[config.mk]
export PLATFORM = sky130hd
export DESIGN_NAME = adcsc_top
export DESIGN_NICKNAME = d
export VERILOG_FILES = /design/src/hdl/adcsc_pkg.sv /design/src/hdl/adcsc_apb_port.sv /design/src/hdl/adcsc_tad_gen.sv /design/src/hdl/adcsc_top.sv
export VERILOG_INCLUDE_DIRS = /design/src /design/src/hdl
export SDC_FILE = /design/constraint.sdc
export NUM_CORES = 1
export LEC_CHECK = 0
export ABC_AREA = 1
export CAP_MARGIN = 20
export CORE_ASPECT_RATIO = 1.1
export CORE_MARGIN = 10
export CORE_UTILIZATION = 40
export CTS_CLUSTER_DIAMETER = 200
export DETAILED_ROUTE_END_ITERATION = 16
export DONT_BUFFER_PORTS = 1
export SLEW_MARGIN = 20
export SYNTH_ARGS = -nofsm -noshare
export SYNTH_HDL_FRONTEND = slang
export SYNTH_HIERARCHICAL = 1
export SYNTH_SLANG_ARGS = --single-unit
[constraint.sdc]
create_clock -name pclk -period 3.15 [get_ports pclk]
set_clock_uncertainty 0.15 [all_clocks]
set_input_delay 0.315 -clock pclk [delete_from_list [all_inputs] [get_ports pclk]]
set_output_delay 0.315 -clock pclk [all_outputs]
set_load 0.05 [all_outputs]
[src/hdl/adcsc_defs.svh]
// register indices, field positions, reset values and counts for the
// converter sequencing block; included by every design file that needs them
`ifndef ADCSC_DEFS_SVH
`define ADCSC_DEFS_SVH

// register indices, byte address is four times the index
`define ADCSC_IDX_PORT      8'h05
`define ADCSC_IDX_IRQ_FLAGS 8'h0c
`define ADCSC_IDX_RES_HI    8'h1e
`define ADCSC_IDX_CTRL      8'h1f
`define ADCSC_IDX_IRQ_EN    8'h8c
`define ADCSC_IDX_ACQ       8'h9d
`define ADCSC_IDX_RES_LO    8'h9e
`define ADCSC_IDX_CFG       8'h9f

// field positions
`define ADCSC_CTRL_ON       0
`define ADCSC_CTRL_GO       2
`define ADCSC_CTRL_CSEL_LO  7:6
`define ADCSC_CFG_JUSTIFY   7
`define ADCSC_CFG_CSEL_HI   6
`define ADCSC_CFG_PINS      3:0
`define ADCSC_ACQ_SEL       5:3
`define ADCSC_DONE_BIT      6

// reset values
`define ADCSC_RST_BYTE      8'h00

// codes
`define ADCSC_ACQ_NONE      3'h0
`define ADCSC_CSEL_RC       2'h3
`define ADCSC_TRIG_MODE     4'hb
`define ADCSC_PORT_ALL      8'hff

// counts in clock cycles or conversion bit periods
`define ADCSC_TCY_CLKS      3'h4
`define ADCSC_CONV_TADS     5'h0c
`define ADCSC_HOLD_TADS     5'h02
// acquisition periods per select code, code 7 first
`define ADCSC_ACQ_TABLE {5'h14, 5'h10, 5'h0c, 5'h08, 5'h06, 5'h04, 5'h02, 5'h00}
// oscillator periods per clock select code, code 7 first, rc codes unused
`define ADCSC_DIV_TABLE {7'h00, 7'h40, 7'h10, 7'h04, 7'h00, 7'h20, 7'h08, 7'h02}

`endif

[src/hdl/adcsc_pkg.sv]
// types shared by the converter sequencing block
// assumes the defs header is included by the files that use the numbers
package adcsc_pkg;

    // one apb request as the master drives it
    typedef struct packed {
        logic        psel;
        logic        penable;
        logic        pwrite;
        logic [11:0] paddr;
        logic [31:0] pwdata;
    } adcsc_apb_req_t;

    // analog front-end controls
    typedef struct packed {
        logic powered;
        logic sample_connect;
        logic converting;
    } adcsc_analog_t;

    typedef enum logic [2:0] {
        SEQ_SAMPLE,
        SEQ_START_DLY,
        SEQ_ACQ,
        SEQ_CONV,
        SEQ_HOLD
    } adcsc_state_t;

endpackage

[src/hdl/adcsc_apb_port.sv]
// apb slave handshake: one wait state, error on unmapped word
// assumes a master that holds its request until pready
`timescale 1ns/1ps
`default_nettype none
`include "adcsc_defs.svh"
module adcsc_apb_port (
    input  wire logic                     pclk,
    input  wire logic                     presetn,
    input  wire adcsc_pkg::adcsc_apb_req_t req,
    output logic                          pready,
    output logic                          pslverr,
    output logic [7:0]                    idx,
    output logic                          fetch,
    output logic                          acc
);
    import adcsc_pkg::*;

    logic mapped;
    logic next_pready;
    logic next_pslverr;

    // decode; upper address bits and misaligned words are unmapped
    always_comb begin
        idx   = req.paddr[9:2];
        fetch = req.psel & req.penable & ~pready;
        acc   = req.psel & req.penable & pready & ~pslverr;
        case (idx)
            `ADCSC_IDX_PORT, `ADCSC_IDX_IRQ_FLAGS, `ADCSC_IDX_RES_HI,
            `ADCSC_IDX_CTRL, `ADCSC_IDX_IRQ_EN, `ADCSC_IDX_ACQ,
            `ADCSC_IDX_RES_LO, `ADCSC_IDX_CFG: mapped = 1'b1;
            default:                           mapped = 1'b0;
        endcase
        mapped       = mapped & (req.paddr[11:10] == 2'h0) & (req.paddr[1:0] == 2'h0);
        next_pready  = fetch;
        next_pslverr = fetch & ~mapped;
    end

    always_ff @(posedge pclk or negedge presetn) begin
        if (!presetn) begin
            pready  <= 1'b0;
            pslverr <= 1'b0;
        end else begin
            pready  <= next_pready;
            pslverr <= next_pslverr;
        end
    end
endmodule
`default_nettype wire

[src/hdl/adcsc_tad_gen.sv]
// conversion bit period tick generator
// assumes rc_tick is a one-cycle pulse synchronous to pclk
`timescale 1ns/1ps
`default_nettype none
`include "adcsc_defs.svh"
module adcsc_tad_gen (
    input  wire logic       pclk,
    input  wire logic       presetn,
    input  wire logic [2:0] csel,
    input  wire logic       rc_tick,
    input  wire logic       run,
    output logic            tad_tick
);
    import adcsc_pkg::*;

    localparam logic [55:0] DIV_TBL = `ADCSC_DIV_TABLE;

    logic [6:0] div_cnt;
    logic [6:0] next_div_cnt;
    logic [6:0] period;
    logic       next_tad_tick;

    // divider restarts whenever the sequencer idles, so phase is per start
    always_comb begin
        period        = DIV_TBL[int'(csel) * 7 +: 7];
        next_div_cnt  = div_cnt;
        next_tad_tick = 1'b0;
        if (!run) begin
            next_div_cnt = 7'h00;
        end else if (csel[1:0] == `ADCSC_CSEL_RC) begin
            next_tad_tick = rc_tick;
        end else if (div_cnt == period - 7'h01) begin
            next_div_cnt  = 7'h00;
            next_tad_tick = 1'b1;
        end else begin
            next_div_cnt = div_cnt + 7'h01;
        end
    end

    always_ff @(posedge pclk or negedge presetn) begin
        if (!presetn) begin
            div_cnt  <= 7'h00;
            tad_tick <= 1'b0;
        end else begin
            div_cnt  <= next_div_cnt;
            tad_tick <= next_tad_tick;
        end
    end
endmodule
`default_nettype wire

[src/hdl/adcsc_top.sv]
// converter sequencing control: registers, start/abort, acquisition,
// conversion timing, sleep handling and compare trigger
// assumes synchronous inputs and an external sar core giving sar_result
//
// Behaviour
// - acquisition select 000: conversion starts one instruction cycle late
// - port reads of analog-configured pins return zero
// - clearing go during a conversion aborts it at once
// - abort leaves the result pair untouched
// - after completion or abort wait 2 bit periods, then sample again
// - select 010 acquires 4 bit periods, then converts automatically
// - sleep conversion works only with the rc conversion clock
// - rc clock: wait one instruction cycle before converting
// - sleep completion: clear go, load result, wake or power down
// - sleep with non-rc clock aborts and powers down, on bit kept
// - reset disables converter, aborts, makes every input pin analog
// - result high byte has no reset value
// - trigger in mode 1011 with converter on sets go, clears timer
// - converter off: trigger ignored but timer still cleared
// - acquisition bits 5:3; clock select split over config and control
// - completion loads result, clears go, sets done flag
// - clock select codes map to 2..64 oscillator periods or rc
// - a conversion takes 12 bit periods
// - nonzero acquisition select samples then converts unaided
`timescale 1ns/1ps
`default_nettype none
`include "adcsc_defs.svh"
module adcsc_top (
    input  wire logic                     pclk,
    input  wire logic                     presetn,
    input  wire adcsc_pkg::adcsc_apb_req_t apb_req,
    output logic [31:0]                   prdata,
    output logic                          pready,
    output logic                          pslverr,
    input  wire logic [9:0]               sar_result,
    input  wire logic                     rc_tick,
    input  wire logic                     sleep_req,
    input  wire logic [3:0]               compare_mode_sel,
    input  wire logic                     special_trigger,
    input  wire logic [7:0]               port_pins,
    output var adcsc_pkg::adcsc_analog_t  analog,
    output logic                          wake_req,
    output logic                          timer_clear
);
    import adcsc_pkg::*;

    localparam logic [39:0] ACQ_TBL = `ADCSC_ACQ_TABLE;

    // register file
    logic [7:0]    ctrl, cfg, acq_cfg, flags, ien, result_high, result_low;
    logic [7:0]    next_ctrl, next_cfg, next_acq, next_flags, next_ien;
    logic [7:0]    next_res_hi, next_res_lo, rdata;
    logic [31:0]   next_prdata;
    logic          pdown, next_pdown, next_wake, next_tclr;
    // sequencer
    adcsc_state_t  state, next_state;
    logic [4:0]    tad_cnt, next_tad_cnt;
    logic [2:0]    dly_cnt, next_dly_cnt;
    adcsc_analog_t next_analog;
    // bus and events
    logic [7:0]    idx;
    logic          fetch, acc, wr, tad_tick, tad_run;
    logic [2:0]    csel, acq_sel;
    logic [4:0]    acq_tads;
    logic          rc_sel, busy, trig_hit, start, done, abort;
    logic          wr_ctrl, sw_abort, sleep_abort, off_abort;

    adcsc_apb_port u_apb (
        .pclk    (pclk),
        .presetn (presetn),
        .req     (apb_req),
        .pready  (pready),
        .pslverr (pslverr),
        .idx     (idx),
        .fetch   (fetch),
        .acc     (acc)
    );

    adcsc_tad_gen u_tad (
        .pclk     (pclk),
        .presetn  (presetn),
        .csel     (csel),
        .rc_tick  (rc_tick),
        .run      (tad_run),
        .tad_tick (tad_tick)
    );

    // field extraction and sequencing events
    always_comb begin
        csel        = {cfg[`ADCSC_CFG_CSEL_HI], ctrl[`ADCSC_CTRL_CSEL_LO]};
        acq_sel     = acq_cfg[`ADCSC_ACQ_SEL];
        acq_tads    = ACQ_TBL[int'(acq_sel) * 5 +: 5];
        rc_sel      = (csel[1:0] == `ADCSC_CSEL_RC);
        busy        = (state == SEQ_START_DLY) | (state == SEQ_ACQ) | (state == SEQ_CONV);
        tad_run     = (state == SEQ_ACQ) | (state == SEQ_CONV) | (state == SEQ_HOLD);
        wr          = acc & apb_req.pwrite;
        wr_ctrl     = wr & (idx == `ADCSC_IDX_CTRL);
        trig_hit    = special_trigger & (compare_mode_sel == `ADCSC_TRIG_MODE);
        // go write only counts if the converter was already on
        start       = (state == SEQ_SAMPLE) & ctrl[`ADCSC_CTRL_ON] & ~pdown
                    & ((wr_ctrl & apb_req.pwdata[`ADCSC_CTRL_GO]) | trig_hit);
        done        = (state == SEQ_CONV) & tad_tick
                    & (tad_cnt == `ADCSC_CONV_TADS - 5'h01);
        sw_abort    = wr_ctrl & ~apb_req.pwdata[`ADCSC_CTRL_GO];
        off_abort   = wr_ctrl & ~apb_req.pwdata[`ADCSC_CTRL_ON];
        sleep_abort = sleep_req & ~rc_sel & busy;
        abort       = busy & ~done & (sw_abort | off_abort | sleep_abort);
    end

    // sequencer next state
    always_comb begin
        next_state   = state;
        next_tad_cnt = tad_cnt;
        next_dly_cnt = dly_cnt;
        case (state)
            SEQ_SAMPLE: begin
                next_tad_cnt = 5'h00;
                next_dly_cnt = 3'h0;
                if (start) begin
                    // no programmed acquisition or rc clock: one instruction cycle
                    if (acq_sel == `ADCSC_ACQ_NONE || rc_sel) begin
                        next_state = SEQ_START_DLY;
                    end else begin
                        next_state = SEQ_ACQ;
                    end
                end
            end
            SEQ_START_DLY: begin
                next_dly_cnt = dly_cnt + 3'h1;
                if (dly_cnt == `ADCSC_TCY_CLKS - 3'h1) begin
                    next_state = (acq_sel == `ADCSC_ACQ_NONE) ? SEQ_CONV : SEQ_ACQ;
                end
            end
            SEQ_ACQ: begin
                if (tad_tick) begin
                    next_tad_cnt = tad_cnt + 5'h01;
                    if (tad_cnt == acq_tads - 5'h01) begin
                        next_tad_cnt = 5'h00;
                        next_state   = SEQ_CONV;
                    end
                end
            end
            SEQ_CONV: begin
                if (tad_tick) begin
                    next_tad_cnt = tad_cnt + 5'h01;
                end
                if (done) begin
                    next_tad_cnt = 5'h00;
                    next_state   = SEQ_HOLD;
                end
            end
            SEQ_HOLD: begin
                if (tad_tick) begin
                    next_tad_cnt = tad_cnt + 5'h01;
                    if (tad_cnt == `ADCSC_HOLD_TADS - 5'h01) begin
                        next_state = SEQ_SAMPLE;
                    end
                end
            end
            default: begin
                next_state = SEQ_SAMPLE;
            end
        endcase
        if (abort) begin
            next_state   = SEQ_HOLD;
            next_tad_cnt = 5'h00;
        end
    end

    // registers, go flag, sleep power state, trigger timer clear
    always_comb begin
        next_ctrl  = ctrl;
        next_cfg   = cfg;
        next_acq   = acq_cfg;
        next_flags = flags;
        next_ien   = ien;
        if (wr) begin
            case (idx)
                // go is owned by the sequencer, not stored from the write
                `ADCSC_IDX_CTRL: next_ctrl = {apb_req.pwdata[7:3], ctrl[`ADCSC_CTRL_GO],
                                              apb_req.pwdata[1:0]};
                `ADCSC_IDX_CFG:       next_cfg   = apb_req.pwdata[7:0];
                `ADCSC_IDX_ACQ:       next_acq   = apb_req.pwdata[7:0];
                `ADCSC_IDX_IRQ_FLAGS: next_flags = apb_req.pwdata[7:0];
                `ADCSC_IDX_IRQ_EN:    next_ien   = apb_req.pwdata[7:0];
                default:              next_ctrl  = ctrl;
            endcase
        end
        if (start) begin
            next_ctrl[`ADCSC_CTRL_GO] = 1'b1;
        end
        if (done || abort) begin
            next_ctrl[`ADCSC_CTRL_GO] = 1'b0;
        end
        if (done) begin
            next_flags[`ADCSC_DONE_BIT] = 1'b1;
        end
        // powered-down state ends when the core leaves sleep
        next_pdown = pdown & sleep_req;
        if (sleep_abort || (done && sleep_req && !ien[`ADCSC_DONE_BIT])) begin
            next_pdown = 1'b1;
        end
        next_wake = done & sleep_req & ien[`ADCSC_DONE_BIT];
        next_tclr = trig_hit;
    end

    // read mux; analog pins read low on the port
    always_comb begin
        case (idx)
            `ADCSC_IDX_PORT:      rdata = port_pins
                                        & ~(`ADCSC_PORT_ALL >> cfg[`ADCSC_CFG_PINS]);
            `ADCSC_IDX_IRQ_FLAGS: rdata = flags;
            `ADCSC_IDX_RES_HI:    rdata = result_high;
            `ADCSC_IDX_CTRL:      rdata = ctrl;
            `ADCSC_IDX_IRQ_EN:    rdata = ien;
            `ADCSC_IDX_ACQ:       rdata = acq_cfg & 8'h38;
            `ADCSC_IDX_RES_LO:    rdata = result_low;
            `ADCSC_IDX_CFG:       rdata = cfg;
            default:              rdata = `ADCSC_RST_BYTE;
        endcase
        next_prdata = prdata;
        if (fetch && !apb_req.pwrite) begin
            next_prdata = {24'h00_0000, rdata};
        end
        next_analog.powered        = next_ctrl[`ADCSC_CTRL_ON] & ~next_pdown;
        next_analog.sample_connect = (next_state == SEQ_SAMPLE) | (next_state == SEQ_START_DLY)
                                   | (next_state == SEQ_ACQ);
        next_analog.converting     = (next_state == SEQ_CONV);
    end

    // result pair: hardware load beats a software write in the same cycle
    always_comb begin
        next_res_hi = result_high;
        next_res_lo = result_low;
        if (wr && idx == `ADCSC_IDX_RES_HI) begin
            next_res_hi = apb_req.pwdata[7:0];
        end
        if (wr && idx == `ADCSC_IDX_RES_LO) begin
            next_res_lo = apb_req.pwdata[7:0];
        end
        if (done) begin
            if (cfg[`ADCSC_CFG_JUSTIFY]) begin
                next_res_hi = {6'h00, sar_result[9:8]};
                next_res_lo = sar_result[7:0];
            end else begin
                next_res_hi = sar_result[9:2];
                next_res_lo = {sar_result[1:0], 6'h00};
            end
        end
    end

    // result has no reset: unknown after power-on
    always_ff @(posedge pclk) begin
        result_high <= next_res_hi;
        result_low  <= next_res_lo;
    end

    // control state; reset turns the converter off and pins analog
    always_ff @(posedge pclk or negedge presetn) begin
        if (!presetn) begin
            ctrl        <= `ADCSC_RST_BYTE;
            cfg         <= `ADCSC_RST_BYTE;
            acq_cfg     <= `ADCSC_RST_BYTE;
            flags       <= `ADCSC_RST_BYTE;
            ien         <= `ADCSC_RST_BYTE;
            pdown       <= 1'b0;
            wake_req    <= 1'b0;
            timer_clear <= 1'b0;
            prdata      <= 32'h0000_0000;
            state       <= SEQ_SAMPLE;
            tad_cnt     <= 5'h00;
            dly_cnt     <= 3'h0;
            analog      <= '0;
        end else begin
            ctrl        <= next_ctrl;
            cfg         <= next_cfg;
            acq_cfg     <= next_acq;
            flags       <= next_flags;
            ien         <= next_ien;
            pdown       <= next_pdown;
            wake_req    <= next_wake;
            timer_clear <= next_tclr;
            prdata      <= next_prdata;
            state       <= next_state;
            tad_cnt     <= next_tad_cnt;
            dly_cnt     <= next_dly_cnt;
            analog      <= next_analog;
        end
    end

    // checks: helper counts bit periods spent in the current state
    logic [4:0] hlp_ticks;
    always_ff @(posedge pclk or negedge presetn) begin
        if (!presetn) begin
            hlp_ticks <= 5'h00;
        end else if (state != next_state) begin
            hlp_ticks <= 5'h00;
        end else if (tad_tick) begin
            hlp_ticks <= hlp_ticks + 5'h01;
        end
    end
endmodule
`default_nettype wire

==> results of run 1 <==
## state kept, by name (all words and copies together) (netlist names), 3 cells and up
register	count
result_high	8
dly_cnt	3
cfg	8
prdata	8
acq_cfg	3
state	3
result_low	8
u_tad/div_cnt	7
analog	3
tad_cnt	5
flags	8
ien	8
ctrl	8
## layout make-up
cell class,instances,area [um^2]
repair buffers,10,107.6
clock buffers,12,279.0
flip-flops and latches,86,2232
fillers,1291,7014
multi-input cells,508,2434
clock inverters,4,98.84
well taps,157,196.4
inverters,75,281.5
## metrics by stage
step | utilization | hold WS [ns] | setup WS (ns)
floorplan | - | -0.1306 | 0.9482
global placement | 0.4092 | -0.1283 | 0.6715
detailed placement | 0.4092 | -0.1279 | 0.6731
CTS | 0.4452 | 0.01736 | 0.6625
global route | 0.4452 | 0.02597 | 0.4079
finish | 0.4452 | 0.01426 | 0.7388
## routing by layer
| layer | part of all wire | vias up | track usage |
|---|---|---|---|
| li1 | - | 2171 | - |
| met1 | 0.43 | 2053 | 0.1915 |
| met2 | 0.47 | 136 | 0.2424 |
| met3 | 0.075 | 27 | 0.04331 |
| met4 | 0.025 | 0 | 0.05689 |
| met5 | 0 | - | 0 |
## synthesized netlist by cell type, types with 2 or more instances
cell type,n,area share
o22ai_1,4,0.0048
clkbuf_1,2,0.0015
nor3_4,2,0.0063
nor3_1,5,0.0048
nor2_4,6,0.013
inv_2,8,0.0058
xor2_1,6,0.010
nor2_1,44,0.032
o21ai_1,30,0.029
edfxtp_1,16,0.093
ha_1,6,0.014
buf_2,11,0.011
inv_1,65,0.047
clkinv_1,2,0.0015
buf_4,34,0.049
nand2_1,219,0.16
nand2_4,2,0.0043
nand2_2,5,0.0060
dfrtp_1,70,0.34
mux2i_1,5,0.0097
o21ai_0,42,0.041
a21oi_1,13,0.013
nor2_2,3,0.0036
nand3_2,2,0.0039
nand3_1,72,0.070
nand4_1,6,0.0072
## worst reg2reg max path, delay by kind of cell, from the launching register on
kind / cells / cell delay [ns]
buffers and inverters: 1 / 0.23
AND/OR/NAND/NOR: 5 / 1.14
AO/OA/AOI/OAI: 1 / 0.12
flip-flops: 1 / 0.40
XOR/XNOR: 1 / 0.14
## power groups by stage
stage	clock network [mW]	logic (mW)	registers, mW
after global routing	1.38	0.325	1.19
after floorplan	0	0.253	1.20
after detailed placement	0	0.262	1.21
after global placement	0	0.254	1.21
final	1.31	0.291	1.19
after CTS	1.34	0.291	1.18
## worst max-delay path by stage
| stage | slack [ns] | end | cells after the start | startpoint |
|---|---|---|---|---|
| after CTS | 0.66 | result_low[7]$_DFFE_PP_ | 3 | u_apb/pready$_DFF_PN0_ |
| final | 0.74 | prdata[0]$_DFFE_PN0P_ | 9 | apb_req[45] |
| after floorplan | 0.95 | result_low[0]$_DFFE_PP_ | 7 | apb_req[39] |
| after global placement | 0.67 | result_low[7]$_DFFE_PP_ | 3 | u_apb/pready$_DFF_PN0_ |
| after global routing | 0.41 | prdata[0]$_DFFE_PN0P_ | 9 | apb_req[45] |
| after detailed placement | 0.67 | result_low[7]$_DFFE_PP_ | 3 | u_apb/pready$_DFF_PN0_ |
## logic make-up after synthesis
family,count (synthesis),synth area share
AND/OR/NAND/NOR,371,0.3194
XOR/XNOR,7,0.01184
AO/OA/AOI/OAI,95,0.09712
buffers and inverters,122,0.1157
adder cells (fa/ha/maj),6,0.01450
other,1,0.0007241
flip-flops,86,0.4310
multiplexers,5,0.009665
==> metrics, run 1 <==
outcome finished, final reports clean; Final Max Tran Viols 0; Critical Path AT 2.49 ns; number of antenna diodes 0; critical path data required time 3.23 ns; drt total wl 13580 um; Top Ports roughly 110; reg2reg path depth 8; Most used DFF post-synth dfrtp_1; Nets 770; WHS Endpoint timer_clear$_DFF_PN0_; Yosys warning count 6; Max-slew headroom 0.5287; worst stage delay on the critical path 0.55 ns; worst-margin pin slew 0.7022 ns; most frequent cells in the layout 219 x nand2_1, 72 x nand3_1, 70 x dfrtp_1; Psw 694.1 uW; RSZ-0062 raised after global routing false; VDD IR max 0.4773 mV; Hold-fix buffers, CTS 6; first-pass GRT wire length 22050 um; Worst-Skew Late Latency roughly 0.35 ns; grt ovf 0; FF+latch count, synth 86; PortBufs 0; CTS tree built; commonest non-fill, non-tap cell in the layout nand2_1; Post-Layout Inst Area ~5600 um^2; cts bufs inserted 9; distinct cell type count after synthesis 39; Final Power about 2.8 mW; # resized after CTS 0; CTS clock-pin slew for the worst setup and hold paths roughly 0.06 ns; Vias 4387; Worst Setup End Kind flip-flop; Non-Filler Instances between 800 and 900; Setup Viol. Count Final 0; Int Pwr around 2.1 mW; combinational power share 0.104; post-synthesis sequential area ratio 0.4310; dpl cells 830; asr flop ratio synth 0.8140; total core area 12640 um^2; critical path type input port to flip-flop; Via density a little over 5; row count 43; drt drc 0; Initial Util 0.4096; die area approximately 18000 um^2; cell mode on critical path nand2_1; final hold viol count 0; power share of the clock group 0.470; setup slack, reg-to-reg 0.89 ns; Layout area overhead 8.698%; fmax 414.7 MHz; placed instance area 5174 um^2; postcts setup bufs 0; max-cap violations 0; vias in the first global route approximately 4300; CP startpoint kind input port; top cell family by delay on the critical path buffers and inverters; Setup TNS 0 ns; syn avg cell area 7.473 um^2; initial antenna violation count 0; PwrDens 494.9 nW/um^2; final worst-path cycle share 0.7655; htree depth 3; DRT antenna net count 0; reg2reg end u_tad/div_cnt[5]$_DFFE_PN0P_; HPWL Detailed 10310 um; clk sinks 86; hold_sp special_trigger; die width around 130 um; worst-case clock buffer depth 2; Leak between 2 and 3 nW; worst hold path depth 2; chip height 139.3 um; Placer Congestion 0.9170; share of cells above drive strength 1 0.07482; Synth Cell Area 5179 um^2; drt wl/cell 15.93 um; Hold Path Class input port to flip-flop; crit-path max FO 9; number of flops mapped to enable cells by yosys 16; CP Buf/Inv Count 4; Cells after Synth about 690; sw frac 0.2491; crit path max-delay cell type dlygate4sd3_1; CTS root buf clkbuf_16; largest net degree at the start of global routing just over 70; GRT Overall Usage 0.1527; Iter 0 DRT Violations 336; R2R Path Start state[1]$_DFF_PN0_; CP Cell Sequence dlygate4sd3_1, nand2_1, dlygate4sd3_1, nor2_1, inv_1, nor2_1, inv_1, nand2_1, nand2_1; min Tclk post-route ~2.4 ns; drt first pass iters 5; Flop pwr share 0.425
(Power assumes the default switching activity.)
==> run 2: changes to the inputs <==
--- a/config.mk
+++ b/config.mk
@@ -6,7 +6,7 @@
 export SDC_FILE = /design/constraint.sdc
 export NUM_CORES = 1
 export LEC_CHECK = 0
-export ABC_AREA = 1
+export ABC_AREA = 0
 export CAP_MARGIN = 20
 export CORE_ASPECT_RATIO = 1.1
 export CORE_MARGIN = 10
==> constraint.sdc (replaced) <==
create_clock -name pclk -period 2.3 [get_ports pclk]
set_clock_uncertainty 0.15 [all_clocks]
set_input_delay 0.23 -clock pclk [delete_from_list [all_inputs] [get_ports pclk]]
set_output_delay 0.23 -clock pclk [all_outputs]
set_load 0.05 [all_outputs]
==> run 2 against run 1 <==
Power up 41%; hold slack worse by 0.0089 ns; combinational power up 130%; via count down 4.7%; synthesized area up 0.75%; first-iteration DRC count up 38%; synthesized cell count down 26%; sequential share of layout area down 2.8 points.
==> metrics, run 2 <==
distinct cell type count after synthesis 78 (+100%); Placer Congestion 0.9278 (+1.2%); number of antenna diodes 0 (unchanged); post-synthesis sequential area ratio 0.4278 (-0.003204); Cells after Synth 515 (-26%); top-count cell post-synth dfrtp_1; critical path type flip-flop to flip-flop; mux cell area share after synthesis 0.1041 (+0.09441); PortBufs 0 (unchanged); first-pass GRT wire length 23660 um (+7.3%); CTS tree built; Via density 5.822 (+13%); Yosys warning count 6 (unchanged); Setup TNS 0 ns (unchanged); total core area 12700 um^2 (+0.43%); Max-slew headroom 0.5760 (+0.04725); crit-path max FO 6 (-3); CTS root buf clkbuf_16; min Tclk post-route about 2.2 ns; Int Pwr 2.709 mW (+29%); asr flop ratio synth 0.8140 (unchanged); Psw 1.207 mW (+74%); Flop pwr share 0.440 (+0.015); VDD IR max 0.3867 mV (-19%); placed instance area 5380 um^2 (+4.0%); vias in the first global route 4153 (-2.9%); top-area cell type share of the netlist area 0.3357 (-0.002515); most frequent cells in the layout 68 x dfrtp_1, 52 x nand2_1, 34 x mux2_2, 34 x buf_4; clk sinks 86 (unchanged); Synth Cell Area 5218 um^2 (+0.75%); XOR/XNOR Fraction of Synth Area 0.02350 (+0.01166); simple-gate share of the synthesized area 0.1835 (-0.1359); drt drc 0 (unchanged); dpl cells 671 (-19%); FF+latch count, synth 86 (unchanged); Non-Filler Instances 718 (-16%); CP startpoint kind flip-flop; final worst slack 0.1222 ns (-0.6166 ns); die width 128.9 um (+0.32%); HPWL Detailed 10850 um (+5.2%); worst-case clock buffer depth 2 (unchanged); Worst-Skew Late Latency 0.35 ns (about the same); row count 43 (unchanged); cts bufs inserted 9 (unchanged); largest cells by area after synthesis dfrtp_1 34%, edfxtp_1 9.2%, mux2_2 7.3%; syn avg cell area 10.13 um^2 (+36%); GRT Overall Usage 0.1660 (+0.01340); RSZ-0062 raised after global routing false; commonest non-fill, non-tap cell in the layout dfrtp_1; CTS clock-pin slew for the worst setup and hold paths 0.07 ns (about the same); Worst Setup Slack post-DPL -0.03313 ns (-0.7062 ns); Top Ports 113 (unchanged); Final Max Tran Viols 0 (unchanged); worst-margin pin slew 0.6292 ns (-0.07305 ns); combinational power share 0.174 (+0.070); Setup Viol. Count Final 0 (unchanged); Final Util 0.4776 (+0.03241); Iter 0 DRT Violations 463 (+38%); initial antenna violation count 0 (unchanged); Leak 2.617 nW (-3.7%); largest family of logic cells by synthesized area simple AND/OR/NAND/NOR gates; Hold Path Class input port to flip-flop; drt first pass iters 5 (unchanged); PwrDens 645.7 nW/um^2 (+30%); largest net degree at the start of global routing 71 (unchanged); drt total wl 15030 um (+11%); Nets 636 (-17%); Most used DFF post-synth dfrtp_1; max-cap violations 0 (unchanged); chip height 139.8 um (+0.32%); Vias 4180 (-4.7%); die area 18020 um^2 (+0.64%); Post-Route Hold Slack 0.005398 ns (-0.008858 ns); filler instances 1191 (-7.7%); htree depth 3 (unchanged); critical path data required time 2.44 ns (-0.79 ns); grt ovf 0 (unchanged); Critical Path AT 2.32 ns (-0.17 ns); sw frac 0.3082 (+0.05912); Synth Area in Compound Gates 0.1676 (+0.07050); Initial Util 0.4109 (+0.001319); share of cells above drive strength 1 0.1979 (+0.1230); largest area contributor in the netlist dfrtp_1; Post-Layout Inst Area 6065 um^2 (+7.7%); fmax 459.2 MHz; Post-synth top cells 70 x dfrtp_1, 53 x nand2_1, 34 x mux2_2; Final Power 3.916 mW (+41%); number of flops mapped to enable cells by yosys 16 (unchanged); final worst-path cycle share 0.9469; outcome finished, final reports clean; final hold viol count 0 (unchanged); Layout area overhead 16.24%; Worst Setup End Kind flip-flop; drt wl/cell 20.94 um (+31%); DRT antenna net count 0 (unchanged); Synth Area in Adders 0.01439 (-0.0001078); power share of the clock group 0.387 (-0.083)
-- run 2: changes by cell type after synthesis, sizes merged, moves of 11 or more --
cell | previous run | this run
mux2 | 0 | 34
inv | 73 | 8
o21ai | 72 | 29
nand2 | 226 | 55
mux2i | 5 | 16
nand3 | 75 | 16
nor2 | 53 | 29
-- run 2: cell type report --
cell class                 instances  area (um^2)  share of cell area
clock buffer                       9        225.2             0.03714
clock inverter                     7        77.57             0.01279
inverter                           8        30.03            0.004952
multi-input combinational        387         2725              0.4493
sequential                        86         2235              0.3685
tap                              157        196.4             0.03239
timing repair buffer              64        575.6             0.09490
-- run 2: power by group through the flow --
stage	registers (mW)	logic [mW]	clock network, mW
floorplan	1.73	0.505	0
global placement	1.75	0.577	0
detailed placement	1.75	0.580	0
CTS	1.72	0.672	1.55
global route	1.73	0.742	1.61
finish	1.72	0.681	1.51
-- run 2: path summary, 6_finish.rpt --
kind,start,to,slack [ns],depth (start not counted)
worst max-delay path,acq_cfg[5]$_DFFE_PN0P_,state[0]$_DFF_PN0_,0.12,7
worst min-delay path,apb_req[37],u_apb/pslverr$_DFF_PN0_,0.005,2
min in group asynchronous,presetn,flags[3]$_DFFE_PN0P_,0.29,2
max in group asynchronous,presetn,state[1]$_DFF_PN0_,1.38,2
worst max register to register,acq_cfg[5]$_DFFE_PN0P_,state[0]$_DFF_PN0_,0.12,7
worst min register to register,dly_cnt[2]$_DFFE_PN0P_,dly_cnt[2]$_DFFE_PN0P_,0.33,2
-- run 2: critical path, cell delays in order (launching register included) --
cell,delay (ns)
dfrtp_1,0.44
nand2b_1,0.21
ha_1,0.22
xor2_1,0.15
xnor2_1,0.25
o2111ai_4,0.23
o221ai_2,0.29
o211a_1,0.19
-- run 2: timing repair --
item	CTS	global route
hold endpoints to repair	126	0
setup buffers	0	1
hold buffers	30	0
gates resized for setup	2	9
pin swaps	0	4
setup endpoints to repair	3	18
-- run 2: kinds of logic (layout without fill, tap and decap cells) --
family,Yosys count,after routing
other,1,24
AO/OA/AOI/OAI,119,119
adder cells (fa/ha/maj),6,6
flip-flops,86,86
AND/OR/NAND/NOR,174,174
XOR/XNOR,14,14
multiplexers,50,50
buffers and inverters,65,88
-- run 2: routing by layer --
layer | wire length, um | vias to the layer above | GRT usage
met4 | 416 | 0 | 0.06291
met2 | 7023 | 177 | 0.2658
met3 | 1050 | 28 | 0.03951
met5 | 0 | - | 0
met1 | 6543 | 2033 | 0.2108
li1 | - | 1942 | -
==> run 3: changes to the inputs <==
--- a/config.mk
+++ b/config.mk
@@ -7,13 +7,13 @@
 export NUM_CORES = 1
 export LEC_CHECK = 0
 export ABC_AREA = 0
+export BUFFER_PORTS_ARGS = -buffer_cell sky130_fd_sc_hd__buf_2
 export CAP_MARGIN = 20
 export CORE_ASPECT_RATIO = 1.1
 export CORE_MARGIN = 10
 export CORE_UTILIZATION = 40
 export CTS_CLUSTER_DIAMETER = 200
 export DETAILED_ROUTE_END_ITERATION = 16
-export DONT_BUFFER_PORTS = 1
 export SLEW_MARGIN = 20
 export SYNTH_ARGS = -nofsm -noshare
 export SYNTH_HDL_FRONTEND = slang
==> run 3 against run 2 <==
Count of clock-buffer cells in the layout up 5; sequential cell count unchanged; non-clock buffer count is 44 higher; first-iteration DRC count decreased by 31%; largest cell class unchanged; utilization increased by 0.32 points.
==> metrics, run 3 (synthesized netlist as in run 2, its figures left out) <==
Reg area 2236 um^2 (about the same); drt wl/cell 19.29 um (-7.8%); CTS clock-pin slew for the worst setup and hold paths 0.06 ns (about the same); filler instances 1210 (+1.6%); vias in the first global route 4264 (+2.7%); drt total wl 14700 um (-2.2%); HPWL Detailed 11160 um (+2.9%); worst stage delay on the critical path 0.79 ns (+0.35 ns); Iter 0 DRT Violations 318 (-31%); CTS root buf clkbuf_16; cts bufs inserted 9 (unchanged); largest net degree at the start of global routing 71 (unchanged); critical path type flip-flop to flip-flop; postcts setup bufs 0 (unchanged); CP Cell Sequence nor3b_2, nand2_1, o31ai_2; GRT Overall Usage 0.1637 (-0.002379); Setup TNS 0 ns (unchanged); VDD IR max 0.3149 mV (-19%); Critical Path AT 2.02 ns (-0.30 ns); number of antenna diodes 0 (unchanged); Leak 2.783 nW (+6.3%); PwrDens 632.3 nW/um^2 (-2.1%); Worst-Skew Late Latency 0.34 ns (about the same); Worst Setup End Kind flip-flop; row count 43 (unchanged); share of cells above drive strength 1 0.2942 (+0.09635); die area 18020 um^2 (unchanged); final worst-path cycle share 0.9576 (+0.01076); clk sinks 86 (unchanged); CP Buf/Inv Count 0 (unchanged); area occupied by multi-input gates 2688 um^2 (-1.4%); htree depth 3 (unchanged); Final Max Tran Viols 0 (unchanged); Vias 4244 (+1.5%); Max-slew headroom 0.4313 (-0.1447); commonest non-fill, non-tap cell in the layout dfrtp_1; crit-path max FO 8 (+2); CP startpoint kind flip-flop; Initial Util 0.4109 (unchanged); final hold viol count 0 (unchanged); drt first pass iters 4 (-1); Final Power 3.860 mW (-1.4%); Via density 5.570 (-4.3%); max-cap violations 0 (unchanged); crit path max-delay cell type o31ai_2; most frequent cells in the layout 67 x dfrtp_1, 64 x buf_2, 53 x nand2_1; top cell family by delay on the critical path compound AO/OA/AOI/OAI gates; DRT antenna net count 0 (unchanged); Hold Path Class input port to flip-flop; die width 128.9 um (unchanged); Nets 680 (+6.9%); grt ovf 0 (unchanged); Non-Filler Instances 762 (+6.1%); Placer Congestion 0.9784 (+5.5%); first-pass GRT wire length 23540 um (-0.53%); initial antenna violation count 0 (unchanged); chip height 139.8 um (unchanged); drt drc 0 (unchanged); dpl cells 745 (+11%); worst-case clock buffer depth 2 (unchanged); critical path data required time 2.11 ns (-0.33 ns); RSZ-0062 raised after global routing false; min Tclk post-route 2.203 ns (+0.02475 ns); CTS tree built; worst-margin pin slew 0.8480 ns (+0.2188 ns); total core area 12700 um^2 (unchanged); Setup Viol. Count Final 0 (unchanged); Top Ports 113 (unchanged); outcome finished, final reports clean; Layout area overhead 17.00%; fmax 454.0 MHz (-1.1%); PortBufs 64 (+64)
-- run 3: cell types whose count changed in the layout (fill, tap and decap cells not counted), sizes merged --
cell / change
clkinvlp: -1
dlygate4sd3: -27
inv: -3
bufinv: -1
buf: +72
dlymetal6s4s: -1
clkbuf: +5
-- run 3: repair_timing --
action                                  CTS  global route
endpoints found under the setup margin    0            16
hold buffers                              1             0
endpoints found under the hold margin    70             0
resized for setup                         0             5
-- run 3: routing by layer --
metal,vias up,track usage,wire length [um]
met2,135,0.2630,7006
met4,0,0.06471,335
met5,-,0,0
met3,27,0.03343,903
met1,2050,0.2091,6457
li1,2032,-,-
-- run 3: path summary, 6_finish.rpt --
kind,endpoint,slack (ns),start,cells after the start
min,timer_clear$_DFF_PN0_,0.03,compare_mode_sel[2],3
max in group asynchronous,state[2]$_DFF_PN0_,1.38,presetn,3
max,result_low[4]$_DFFE_PP_,0.1,u_apb/pslverr$_DFF_PN0_,3
max reg2reg,result_low[4]$_DFFE_PP_,0.1,u_apb/pslverr$_DFF_PN0_,3
min in group asynchronous,u_apb/pslverr$_DFF_PN0_,0.30,presetn,3
min reg2reg,prdata[1]$_DFFE_PN0P_,0.32,prdata[1]$_DFFE_PN0P_,2
-- run 3: power by group --
part,switching (mW),leakage (nW),internal [mW]
Clock,0.601,0.142,0.832
Sequential,0.0768,1.10,1.61
Combinational,0.497,1.54,0.243
-- run 3: final cells by class --
cell class / instances / share of cell area
clock buffer: 14 / 0.04509
timing repair buffer: 108 / 0.1090
sequential: 86 / 0.3663
inverter: 8 / 0.004919
tap: 157 / 0.03218
multi-input combinational: 387 / 0.4403
clock inverter: 2 / 0.002255
-- run 3: tightest hold or removal path, cell delays in order --
cell	delay [ns]
buf_2	0.07
nor4bb_1	0.03
buf_4	0.14
-- run 3: metrics by stage --
step	hold WS, ns	area, um^2	util	setup slack, ns
after global routing	0.04558	6105	0.4808	0.0008236
after CTS	0.02168	6087	0.4794	0.03160
after detailed placement	0.1425	5788	0.4559	0.04823
final	0.03194	6105	0.4808	0.09747
after floorplan	-0.2156	5315	-	0.01143
after global placement	0.1391	5788	0.4559	0.05230
